[src/rtl/fst_pkg.sv]
/*
 * Constants and types for the flash strobe and timeout control registers.
 * Assumes a 10 MHz system clock and an external serial slave engine that
 * presents byte-wide register accesses.
 */
package fst_pkg;

    // ****************************************************************
    // Register offsets and reset values.
    // ****************************************************************
    localparam logic [7:0] FST_TORCH_OFS    = 8'hA0;
    localparam logic [7:0] FST_FLASH_OFS    = 8'hB0;
    localparam logic [7:0] FST_DUR_OFS      = 8'hC0;
    localparam logic [7:0] FST_FLASH_RST    = 8'h68;
    localparam logic [7:0] FST_DUR_RST      = 8'h4F;
    localparam logic [7:0] FST_RDATA_RST    = 8'h00;

    // ****************************************************************
    // Field positions.
    // ****************************************************************
    localparam int FST_SENSE_BIT  = 7;
    localparam int FST_LEVEL_LSB  = 3;
    localparam int FST_MODE_LSB   = 0;
    localparam int FST_LIMIT_LSB  = 5;
    localparam int FST_CODE_LSB   = 0;

    // ****************************************************************
    // Timing.
    // ****************************************************************
    localparam int FST_CLK_KHZ         = 10000;
    localparam int FST_TIMEOUT_STEP_MS = 32;
    localparam int FST_STEP_CYCLES     = FST_TIMEOUT_STEP_MS * FST_CLK_KHZ;
    localparam int FST_CODE_STEPS      = 32;

    // ****************************************************************
    // Types.
    // ****************************************************************
    typedef enum logic [2:0] {
        FST_MODE_OFF       = 3'h0,
        FST_MODE_IND       = 3'h1,
        FST_MODE_TORCH     = 3'h2,
        FST_MODE_FLASH     = 3'h3,
        FST_MODE_VOUT      = 3'h4,
        FST_MODE_VOUT_IND  = 3'h5,
        FST_MODE_VOUT_TRCH = 3'h6,
        FST_MODE_VOUT_FLSH = 3'h7
    } fst_mode_t;

    typedef struct packed {
        logic       trigger_sense_select;
        logic [3:0] flash_level_code;
        fst_mode_t  mode;
    } fst_level_reg_t;

    typedef struct packed {
        logic [1:0] switch_limit_sel;
        logic [4:0] timeout_code;
    } fst_dur_reg_t;

    typedef struct packed {
        logic [7:0] addr;
        logic [7:0] wdata;
        logic       we;
        logic       re;
    } fst_req_t;

endpackage : fst_pkg

[src/rtl/fst_flash_strobe_timeout_ctrl.sv]
/*
 * Flash level/strobe and flash duration registers with the strobe-driven
 * flash pulse timer.
 * Assumes the serial slave engine delivers one-cycle write and read strobes
 * and a torch register outside that shares the mode field through the mirror
 * port. The trigger pin is synchronous to clk_i.
 * Assumes STEP_CYCLES clock cycles make one 32 ms timeout step, so that the
 * default suits a 10 MHz clock and a small value suits simulation.
 * Assumes the torch register copies mode_o whenever it changes, so that the
 * two mode copies stay equal, also after a timeout clears the flash selection.
 * Assumes the converter and current sources act on flash_on_o, the current
 * code and the limit select one cycle after they change.
 */
// Summary of operation
// - Level bit 7 picks trigger sense: 0 level (reset), 1 edge.
// - Level sense: trigger rise lights flash until pin low or timeout.
// - Edge sense: trigger rise lights flash for the whole timeout.
// - Duration bits 4..0 hold the timeout code limiting pulse length.
// - Timeout is 32 ms times code plus one, 32 to 1024 ms.
// - Duration bits 6..5 hold the peak switch current-limit select.
// - Duration bit 7 is unused and reads back zero.
// - Level bits 6..3 hold the four-bit flash current code.
// - Writing level mode bits also updates the torch mirror copy.
// - Mode field selects off, indicator, torch, flash, plus voltage output.
`timescale 1ns/1ns
`default_nettype none
module fst_flash_strobe_timeout_ctrl
    import fst_pkg::*;
#(
    parameter int STEP_CYCLES = FST_STEP_CYCLES
) (
    // Clock and reset.
    input  wire logic       clk_i,
    input  wire logic       rstn_i,
    // Register access from the serial slave engine.
    input  wire fst_req_t   req_i,
    output var  logic [7:0] reg_rdata_o,
    // Mode mirror shared with the torch register.
    input  wire logic       torch_mode_we_i,
    input  wire logic [2:0] torch_mode_i,
    output var  logic [2:0] mode_o,
    // Flash trigger pin.
    input  wire logic       trigger_i,
    // Converter and current source controls.
    output var  logic       flash_on_o,
    output var  logic [3:0] flash_level_code_o,
    output var  logic [1:0] switch_limit_sel_o,
    output var  logic       timeout_pulse_o
);

    localparam int CNT_W    = $clog2(STEP_CYCLES * FST_CODE_STEPS + 1);
    localparam int STEP_MAX = 2 ** 25;

    // ****************************************************************
    // Parameter checks.
    // ****************************************************************
    // The pulse limit is formed in 32 bits, so the step is bounded.
    if (STEP_CYCLES < 1) begin : g_step_low
        $error("STEP_CYCLES must be at least one.");
    end
    if (STEP_CYCLES > STEP_MAX) begin : g_step_high
        $error("STEP_CYCLES is too large for the pulse counter.");
    end
    // Five timeout code bits give exactly 32 steps.
    if (FST_CODE_STEPS != 32) begin : g_code_steps
        $error("FST_CODE_STEPS must match the five-bit timeout code.");
    end

    // ****************************************************************
    // State.
    // ****************************************************************
    typedef struct packed {
        fst_level_reg_t   lvl;
        fst_dur_reg_t     dur;
        logic             trig_prev;
        logic             on;
        logic [CNT_W-1:0] cnt;
        logic [7:0]       rdata;
        logic             tpulse;
    } fst_state_t;

    localparam fst_state_t RST_STATE = '{
        lvl:       fst_level_reg_t'(FST_FLASH_RST),
        dur:       fst_dur_reg_t'(FST_DUR_RST[6:0]),
        trig_prev: 1'b0,
        on:        1'b0,
        cnt:       '0,
        rdata:     FST_RDATA_RST,
        tpulse:    1'b0
    };

    fst_state_t       state_ff;
    fst_state_t       nxt_state;
    logic [CNT_W-1:0] limit;
    logic             trig_rise;
    logic             flash_sel;
    logic             timer_start;
    logic             wr_level;
    logic             wr_dur;
    logic             timeout_hit;
    logic             level_release;

    // ****************************************************************
    // Decode.
    // ****************************************************************
    assign wr_level      = req_i.we && (req_i.addr == FST_FLASH_OFS);
    assign wr_dur        = req_i.we && (req_i.addr == FST_DUR_OFS);

    // Pulse timer terms.
    assign limit         =
        CNT_W'((32'(state_ff.dur.timeout_code) + 32'd1) * STEP_CYCLES);
    assign trig_rise     = trigger_i && !state_ff.trig_prev;
    assign flash_sel     = (state_ff.lvl.mode[1:0] == FST_MODE_FLASH[1:0]);
    assign timer_start   = trig_rise && flash_sel;
    // The count runs from zero, so the last cycle of a pulse is limit minus one.
    assign timeout_hit   = (state_ff.cnt >= limit - CNT_W'(1));
    assign level_release = !state_ff.lvl.trigger_sense_select && !trigger_i;

    // ****************************************************************
    // Readback.
    // ****************************************************************
    // Field by field, so that the unused duration bit can only read zero.
    function automatic logic [7:0] read_mux(
        input logic [7:0] addr,
        input fst_state_t st
    );
        logic [7:0] data;
        data = FST_RDATA_RST;
        unique case (addr)
            FST_FLASH_OFS: begin
                data[FST_SENSE_BIT]      = st.lvl.trigger_sense_select;
                data[FST_LEVEL_LSB +: 4] = st.lvl.flash_level_code;
                data[FST_MODE_LSB +: 3]  = st.lvl.mode;
            end
            FST_DUR_OFS: begin
                data[FST_LIMIT_LSB +: 2] = st.dur.switch_limit_sel;
                data[FST_CODE_LSB +: 5]  = st.dur.timeout_code;
                data[FST_LIMIT_LSB + 2]  = 1'b0;
            end
            default: begin
                data = FST_RDATA_RST;
            end
        endcase
        return data;
    endfunction : read_mux

    // ****************************************************************
    // Next state.
    // ****************************************************************
    always_comb begin
        nxt_state           = state_ff;
        nxt_state.trig_prev = trigger_i;
        nxt_state.tpulse    = 1'b0;

        // A torch mirror write lands after a level write in the same cycle.
        if (wr_level) begin
            nxt_state.lvl.trigger_sense_select = req_i.wdata[FST_SENSE_BIT];
            nxt_state.lvl.flash_level_code     = req_i.wdata[FST_LEVEL_LSB +: 4];
            nxt_state.lvl.mode = fst_mode_t'(req_i.wdata[FST_MODE_LSB +: 3]);
        end
        if (wr_dur) begin
            nxt_state.dur.switch_limit_sel = req_i.wdata[FST_LIMIT_LSB +: 2];
            nxt_state.dur.timeout_code     = req_i.wdata[FST_CODE_LSB +: 5];
        end
        if (torch_mode_we_i) begin
            nxt_state.lvl.mode = fst_mode_t'(torch_mode_i);
        end

        if (req_i.re) begin
            nxt_state.rdata = read_mux(req_i.addr, state_ff);
        end

        // A timeout clears only the flash selection and keeps voltage output.
        if (timer_start) begin
            nxt_state.on  = 1'b1;
            nxt_state.cnt = '0;
        end else if (state_ff.on) begin
            if (!flash_sel) begin
                nxt_state.on = 1'b0;
            end else if (timeout_hit) begin
                nxt_state.on       = 1'b0;
                nxt_state.tpulse   = 1'b1;
                nxt_state.lvl.mode = fst_mode_t'({nxt_state.lvl.mode[2], 2'b00});
            end else if (level_release) begin
                nxt_state.on = 1'b0;
            end else begin
                nxt_state.cnt = state_ff.cnt + CNT_W'(1);
            end
        end
    end

    // ****************************************************************
    // Registers.
    // ****************************************************************
    always_ff @(posedge clk_i or negedge rstn_i) begin
        if (!rstn_i) begin
            state_ff <= RST_STATE;
        end else begin
            state_ff <= nxt_state;
        end
    end

    // ****************************************************************
    // Outputs.
    // ****************************************************************
    // Every output is a field of the state register.
    assign reg_rdata_o        = state_ff.rdata;
    assign mode_o             = state_ff.lvl.mode;
    assign flash_on_o         = state_ff.on;
    assign flash_level_code_o = state_ff.lvl.flash_level_code;
    assign switch_limit_sel_o = state_ff.dur.switch_limit_sel;
    assign timeout_pulse_o    = state_ff.tpulse;

endmodule : fst_flash_strobe_timeout_ctrl
`default_nettype wire

[config.mk]
export PLATFORM = sky130hd
export DESIGN_NAME = fst_flash_strobe_timeout_ctrl
export DESIGN_NICKNAME = d
export VERILOG_FILES = /design/src/rtl/fst_pkg.sv /design/src/rtl/fst_flash_strobe_timeout_ctrl.sv
export SDC_FILE = /design/constraint.sdc
export NUM_CORES = 1
export LEC_CHECK = 0
export BUFFER_PORTS_ARGS = -buffer_cell sky130_fd_sc_hd__buf_2
export CORE_ASPECT_RATIO = 1.2
export CORE_UTILIZATION = 50
export DETAILED_ROUTE_END_ITERATION = 12
export HOLD_SLACK_MARGIN = 0.02
export PLACE_DENSITY_LB_ADDON = 0.3
export SYNTH_ARGS = -nofsm -noshare
export SYNTH_HDL_FRONTEND = slang
export SYNTH_SLANG_ARGS = --single-unit
[constraint.sdc]
create_clock -name clk_i -period 7.45 [get_ports clk_i]
set_input_delay 1.49 -clock clk_i [delete_from_list [all_inputs] [get_ports clk_i]]
set_output_delay 1.49 -clock clk_i [all_outputs]
set_load 0.01 [all_outputs]
==> results of run 1 <==
[how the worst max path moves through the flow]
| stage | end | slack, ns | depth (start not counted) |
|---|---|---|---|
| after floorplan | state_ff[23]$_DFFE_PN0P_ | 1.30 | 24 |
| after global placement | state_ff[15]$_DFFE_PN0P_ | 0.79 | 21 |
| after detailed placement | state_ff[12]$_DFFE_PN0P_ | 0.56 | 21 |
| after CTS | state_ff[12]$_DFFE_PN0P_ | 0.56 | 21 |
| after global routing | state_ff[20]$_DFFE_PN0P_ | 0.15 | 22 |
| final | state_ff[12]$_DFFE_PN0P_ | 0.58 | 21 |
[power groups by stage]
stage | combinational (W) | clock (W) | sequential, W
after CTS | 0.000139 | 0.000175 | 0.000316
after detailed placement | 0.000137 | 0 | 0.000320
after floorplan | 0.000109 | 0 | 0.000311
final | 0.000137 | 0.000169 | 0.000316
after global placement | 0.000132 | 0 | 0.000319
after global routing | 0.000157 | 0.000183 | 0.000319
[worst max-delay path, cell delays in order, from the launching register on]
cell and delay, ns:
dfstp_2 0.75, ha_1 0.26, nand3_1 0.16, xnor2_2 0.41, ha_1 0.31, ha_1 0.30
fa_1 0.48, ha_1 0.37, a31o_2 0.25, a31oi_1 0.26, xnor2_1 0.18, or3_1 0.40
nor3_1 0.25, xnor2_1 0.16, ha_1 0.27, a21o_1 0.18, a21o_1 0.17, a221oi_1 0.44
o211ai_1 0.17, buf_4 0.28, or4_1 0.54, a31oi_1 0.18
[cells by family after synthesis]
logic type      count (synthesis)
compound gates                102
xor+xnor                       26
fa+ha+maj                      47
buf+inv                        53
flops                          50
mux                            18
simple gates                  142
[Yosys cell counts, types with 7 or more instances]
| cell type | instances |
|---|---|
| nor2_1 | 20 |
| dfstp_2 | 8 |
| inv_1 | 15 |
| a21oi_1 | 32 |
| ha_1 | 42 |
| nand2_1 | 18 |
| and2_1 | 9 |
| buf_4 | 18 |
| dfrtp_1 | 42 |
| o21ai_0 | 18 |
| nand3_1 | 24 |
| or3_1 | 12 |
| xnor2_1 | 18 |
| a22oi_1 | 7 |
| mux2_2 | 12 |
| clkbuf_1 | 15 |
| or4_1 | 16 |
| o31ai_1 | 14 |
[routing by layer]
layer | GRT usage [%] | vias to the layer above
met4 | 5.61 | 0
met2 | 36.8 | 68
met3 | 2.44 | 8
li1 | - | 1645
met1 | 26.7 | 1613
met5 | 0 | -
[state kept, by name, summed over array words and instances, names as in the netlist]
name,cells
state_ff,31
flash_level_code_o,4
reg_rdata_o,8
timeout_pulse_o,1
flash_on_o,1
switch_limit_sel_o,2
mode_o,3
[layout make-up]
cell class	instances	area share (%)
clock buffers	7	1.99
well taps	92	2.65
clock inverters	1	0.202
repair buffers	47	5.64
flip-flops and latches	50	29.0
multi-input cells	335	59.2
inverters	15	1.30
[per-stage QoR]
step	worst slack [ns]	cells	hold slack, ns	utilization (%)	power, W
final	0.582	547	0.530	55.4	0.000621
after global routing	0.153	547	0.551	55.4	0.000659
after CTS	0.558	547	0.535	55.4	0.000629
after detailed placement	0.564	539	0.514	54.2	0.000458
after global placement	0.794	539	0.501	54.2	0.000451
after floorplan	1.30	438	0.490	-	0.000420
==> results.json, run 1 <==
{
  "drc_errors": 0,
  "arrival_ns": 7.10,
  "period_share_pct": 92.2,
  "final_common_cell": "buf_2",
  "hpwl_um": 6250,
  "synthArstFlopShare_pct": 100,
  "grt_usage_pct": 20.7,
  "cts_tree": "done",
  "ios": 44,
  "synth-simple-area-share_pct": 20.1,
  "yosysWarnings": 0,
  "cts.sinks": 50,
  "r2r-end": "state_ff[12]$_DFFE_PN0P_",
  "first_pass_iters": 4,
  "hold_depth": 1,
  "cts_resized": 0,
  "synth_top_area_cell": "dfrtp_1",
  "vias": 3334,
  "fp.dieH_um": 101,
  "die-area_um2": 8590,
  "insertion_delay_ns": 0.31,
  "yosys.cell_types.count": 61,
  "worstHoldStart": "switch_limit_sel_o[0]$_DFFE_PN0P_",
  "drive_gt1_share_pct": 19.3,
  "synth_edf_count": 0,
  "fin_crit_ns": 6.87,
  "rows": 35,
  "clk_pin_slew_ns": 0.09,
  "drtIter0Drc": 139,
  "critPathLaunchType": "flop",
  "yosys-top-cells-area": "dfrtp_1 26%, ha_1 13%, dfstp_2 5.1%",
  "grt_pass1_wl_um": 14400,
  "grt_start_max_net_pins": 51,
  "cp.required_ns": 7.68,
  "syn2layout_area_growth_pct": 5.69,
  "ir_drop_mv": 0.113,
  "dr_wl_met3_um": 283,
  "synth_top_family_by_area": "simple AND/OR/NAND/NOR gates",
  "powerDensity_nw_per_um2": 143,
  "run_status": "finished, final reports clean",
  "postCtsSetupRepairBufs": 0,
  "postSynthNetCount": 510,
  "overflow": 0,
  "grt_pass1_vias": 3127,
  "whs_endpoint": "switch_limit_sel_o[0]$_DFFE_PN0P_",
  "place_congestion": 0.807,
  "synthMuxAreaShare_pct": 4.75,
  "fmax_ghz": 0.146,
  "worst_setup_path_end_kind": "flop",
  "drv_cap": 0,
  "switching_share_pct": 30.9,
  "antenna_left": 0,
  "synth_ff_type": "dfrtp_1",
  "htree_num_levels": 2,
  "synth_area_um2": 4110,
  "hold_violations": 0,
  "ctsHoldBuffers": 0,
  "synth-seq-cells": 50,
  "synth_fa_ha_area_share_pct": 15.2,
  "path_max_fanout": 41,
  "synth-compound-area-share_pct": 16.3,
  "syn_area_per_cell_um2": 9.39,
  "synth_xor_area_share_pct": 6.18,
  "skew_ns": 0.0134,
  "startpoint": "state_ff[35]$_DFFE_PN1P_",
  "syn_inst": 438,
  "grt_setup_unrepaired": "false",
  "multi_input_area_um2": 2570,
  "core_area_um2": 7840,
  "dpl_cell_area_um2": 4250,
  "slew_viol_final": 0,
  "pwr-share-clk_pct": 27.2,
  "antenna_found_initial": 0,
  "r2r-start": "state_ff[35]$_DFFE_PN1P_",
  "cts_root_buf": "clkbuf_8",
  "max_slew_margin_pct": 42.4,
  "initial_utilization_pct": 52.5,
  "diodes": 0,
  "cell_internal_pwr_w": 0.000429,
  "yosysTopAreaCellShare_pct": 25.6,
  "route.met2.wl_um": 4180,
  "p_comb_share_pct": 22.0,
  "reg2reg_slack_ns": 0.58,
  "cts_buffers": 5,
  "final_cell_mix": "43 x buf_2, 42 x ha_1, 42 x dfrtp_1",
  "routed_wirelength_um": 8380,
  "portBuffers": 43,
  "power_frac_seq_pct": 50.8,
  "design_area_um2": 4350,
  "hp-class": "reg2reg",
  "setup_viol": 0,
  "fill_cells": 692,
  "fin_tns_setup_ns": 0,
  "p_sw_w": 0.000192,
  "via_per_inst": 6.10,
  "wl_met1_um": 3810,
  "r2r_cells": 21,
  "synth-seq-area-share_pct": 30.7,
  "wl_per_cell_um": 15.3,
  "critical_path_class": "reg2reg",
  "leakage_nw": 1.97,
  "die_w_um": 84.8,
  "nets": 526,
  "top_layer": "met4",
  "seq_area_um2": 1260,
  "clk_path_buf_depth": 2,
  "tightest_slew_ns": 0.863
}
Note: power is estimated with default switching activity, not from simulation.
==> inputs of run 2 (changes only) <==
Settings changed: CELL_PAD_IN_SITES_DETAIL_PLACEMENT from default to 0, CELL_PAD_IN_SITES_GLOBAL_PLACEMENT from default to 2, CORE_UTILIZATION 50 to 38, CTS_CLUSTER_DIAMETER from default to 60.
==> results.json, run 2 (synthesized netlist as in run 1, its figures left out) <==
{
  "leakage_nw": 2.01,
  "setup_viol": 0,
  "fmax_ghz": 0.146,
  "cts.sinks": 50,
  "antenna_left": 0,
  "place_congestion": 0.767,
  "hpwl_um": 6620,
  "fin_crit_ns": 6.87,
  "nets": 526,
  "grt_usage_pct": 16.9,
  "die-area_um2": 11200,
  "cp_slowest_cell": "dfstp_2",
  "arrival_ns": 7.08,
  "path_max_fanout": 41,
  "cts_root_buf": "clkbuf_16",
  "tightest_slew_ns": 0.926,
  "overflow": 0,
  "powerDensity_nw_per_um2": 162,
  "worst_setup_path_end_kind": "flop",
  "syn2layout_area_growth_pct": 8.70,
  "initial_utilization_pct": 39.1,
  "critical_path_class": "reg2reg",
  "grt_setup_unrepaired": "false",
  "max_slew_margin_pct": 38.2,
  "skew_ns": 0.0122,
  "ios": 44,
  "dpl_cell_area_um2": 4300,
  "ir_drop_mv": 0.0757,
  "r2r_cells": 21,
  "hold_depth": 1,
  "via_per_inst": 5.56,
  "wl_per_cell_um": 15.6,
  "antenna_found_initial": 0,
  "clk_pin_slew_ns": 0.07,
  "drive_gt1_share_pct": 19.3,
  "final_common_cell": "buf_2",
  "cts_resized": 0,
  "post-route-util_pct": 42.5,
  "hold_ws_ns": 0.527,
  "drv_cap": 0,
  "first_pass_iters": 4,
  "slowest_delay_ns": 0.74,
  "drtIter0Drc": 65,
  "largest_register_ffs": 31,
  "grt_start_max_net_pins": 51,
  "drc_errors": 0,
  "crit_path_frequent_cell": "ha_1",
  "cp.required_ns": 7.65,
  "fill_cells": 999,
  "critPathLaunchType": "flop",
  "cts_tree": "done",
  "hold_violations": 0,
  "run_status": "finished, final reports clean",
  "die_w_um": 97.0,
  "core_area_um2": 10500,
  "routed_wirelength_um": 9090,
  "slew_viol_final": 0,
  "rows": 41,
  "fin_tns_setup_ns": 0,
  "regMostFlops": "state_ff",
  "fp.dieH_um": 116,
  "crit_chain": "ha_1 > nand3_1 > xnor2_2 > ha_1 > ha_1 > fa_1 > ha_1 > a31o_2 > a31oi_1 > xnor2_1 > or3_1 > nor3_1 > xnor2_1 > ha_1 > a21o_1 > a21o_1 > a221oi_1 > o211ai_1 > buf_4 > or4_1 > a21oi_1",
  "diodes": 0,
  "grt_pass1_vias": 3158,
  "clk_path_buf_depth": 2,
  "htree_num_levels": 2,
  "cts_buffers": 5,
  "period_share_pct": 92.2,
  "postCtsSetupRepairBufs": 0,
  "grt_pass1_wl_um": 15600,
  "portBuffers": 43,
  "insertion_delay_ns": 0.30,
  "design_area_um2": 4470,
  "vias": 3246,
  "hp-class": "reg2reg",
  "ctsHoldBuffers": 0,
  "final_cell_mix": "43 x buf_2, 42 x ha_1, 42 x dfrtp_1"
}
-- run 2: cell types whose count changed in the layout (fill, tap and decap cells not counted), sizes merged --
cell / delta
bufinv: +1
inv: -1
-- run 2: metrics by stage --
stage               instances  power (W)  setup WS [ns]
floorplan                 438   0.000420           1.30
global placement          576   0.000456          0.723
detailed placement        576   0.000458          0.534
CTS                       584   0.000734          0.518
global route              584   0.000764         0.0670
finish                    584   0.000724          0.578
-- run 2: final timing paths --
check | slack, ns | from | to
hold reg to reg | 0.53 | switch_limit_sel_o[0]$_DFFE_PN0P_ | switch_limit_sel_o[0]$_DFFE_PN0P_
setup reg to reg | 0.58 | state_ff[35]$_DFFE_PN1P_ | state_ff[20]$_DFFE_PN0P_
min in group asynchronous | 1.31 | rstn_i | state_ff[13]$_DFFE_PN0P_
hold / removal | 0.53 | switch_limit_sel_o[0]$_DFFE_PN0P_ | switch_limit_sel_o[0]$_DFFE_PN0P_
max in group asynchronous | 5.68 | rstn_i | reg_rdata_o[2]$_DFFE_PN0P_
setup / recovery | 0.58 | state_ff[35]$_DFFE_PN1P_ | state_ff[20]$_DFFE_PN0P_
-- run 2: cell type report --
type	instances	area, um^2	area share [%]
clock buffer	7	143	3.19
clock inverter	1	30.0	0.672
inverter	15	56.3	1.26
multi-input combinational	335	2570	57.6
sequential	50	1260	28.2
tap	129	161	3.61
timing repair buffer	47	245	5.49
-- run 2: metal layers --
metal	track usage, %	vias up	share of wire (%)
met4	4.78	0	1.1
met1	22.6	1543	48
met3	2.29	8	3.0
met5	0	-	0
met2	28.7	57	48
li1	-	1638	-
-- run 2: power by group --
group          internal, W  switching (W)
sequential        0.000291      0.0000259
combinational    0.0000614      0.0000745
clock             0.000168       0.000103
-- run 2: critical path, delay by kind of cell, from the launching register on --
kind | cells | cell delay [ns]
AO/OA/AOI/OAI | 7 | 1.62
XOR/XNOR | 3 | 0.77
adder cells (fa/ha/maj) | 6 | 2.01
buffers and inverters | 1 | 0.28
flip-flops | 1 | 0.74
AND/OR/NAND/NOR | 4 | 1.38
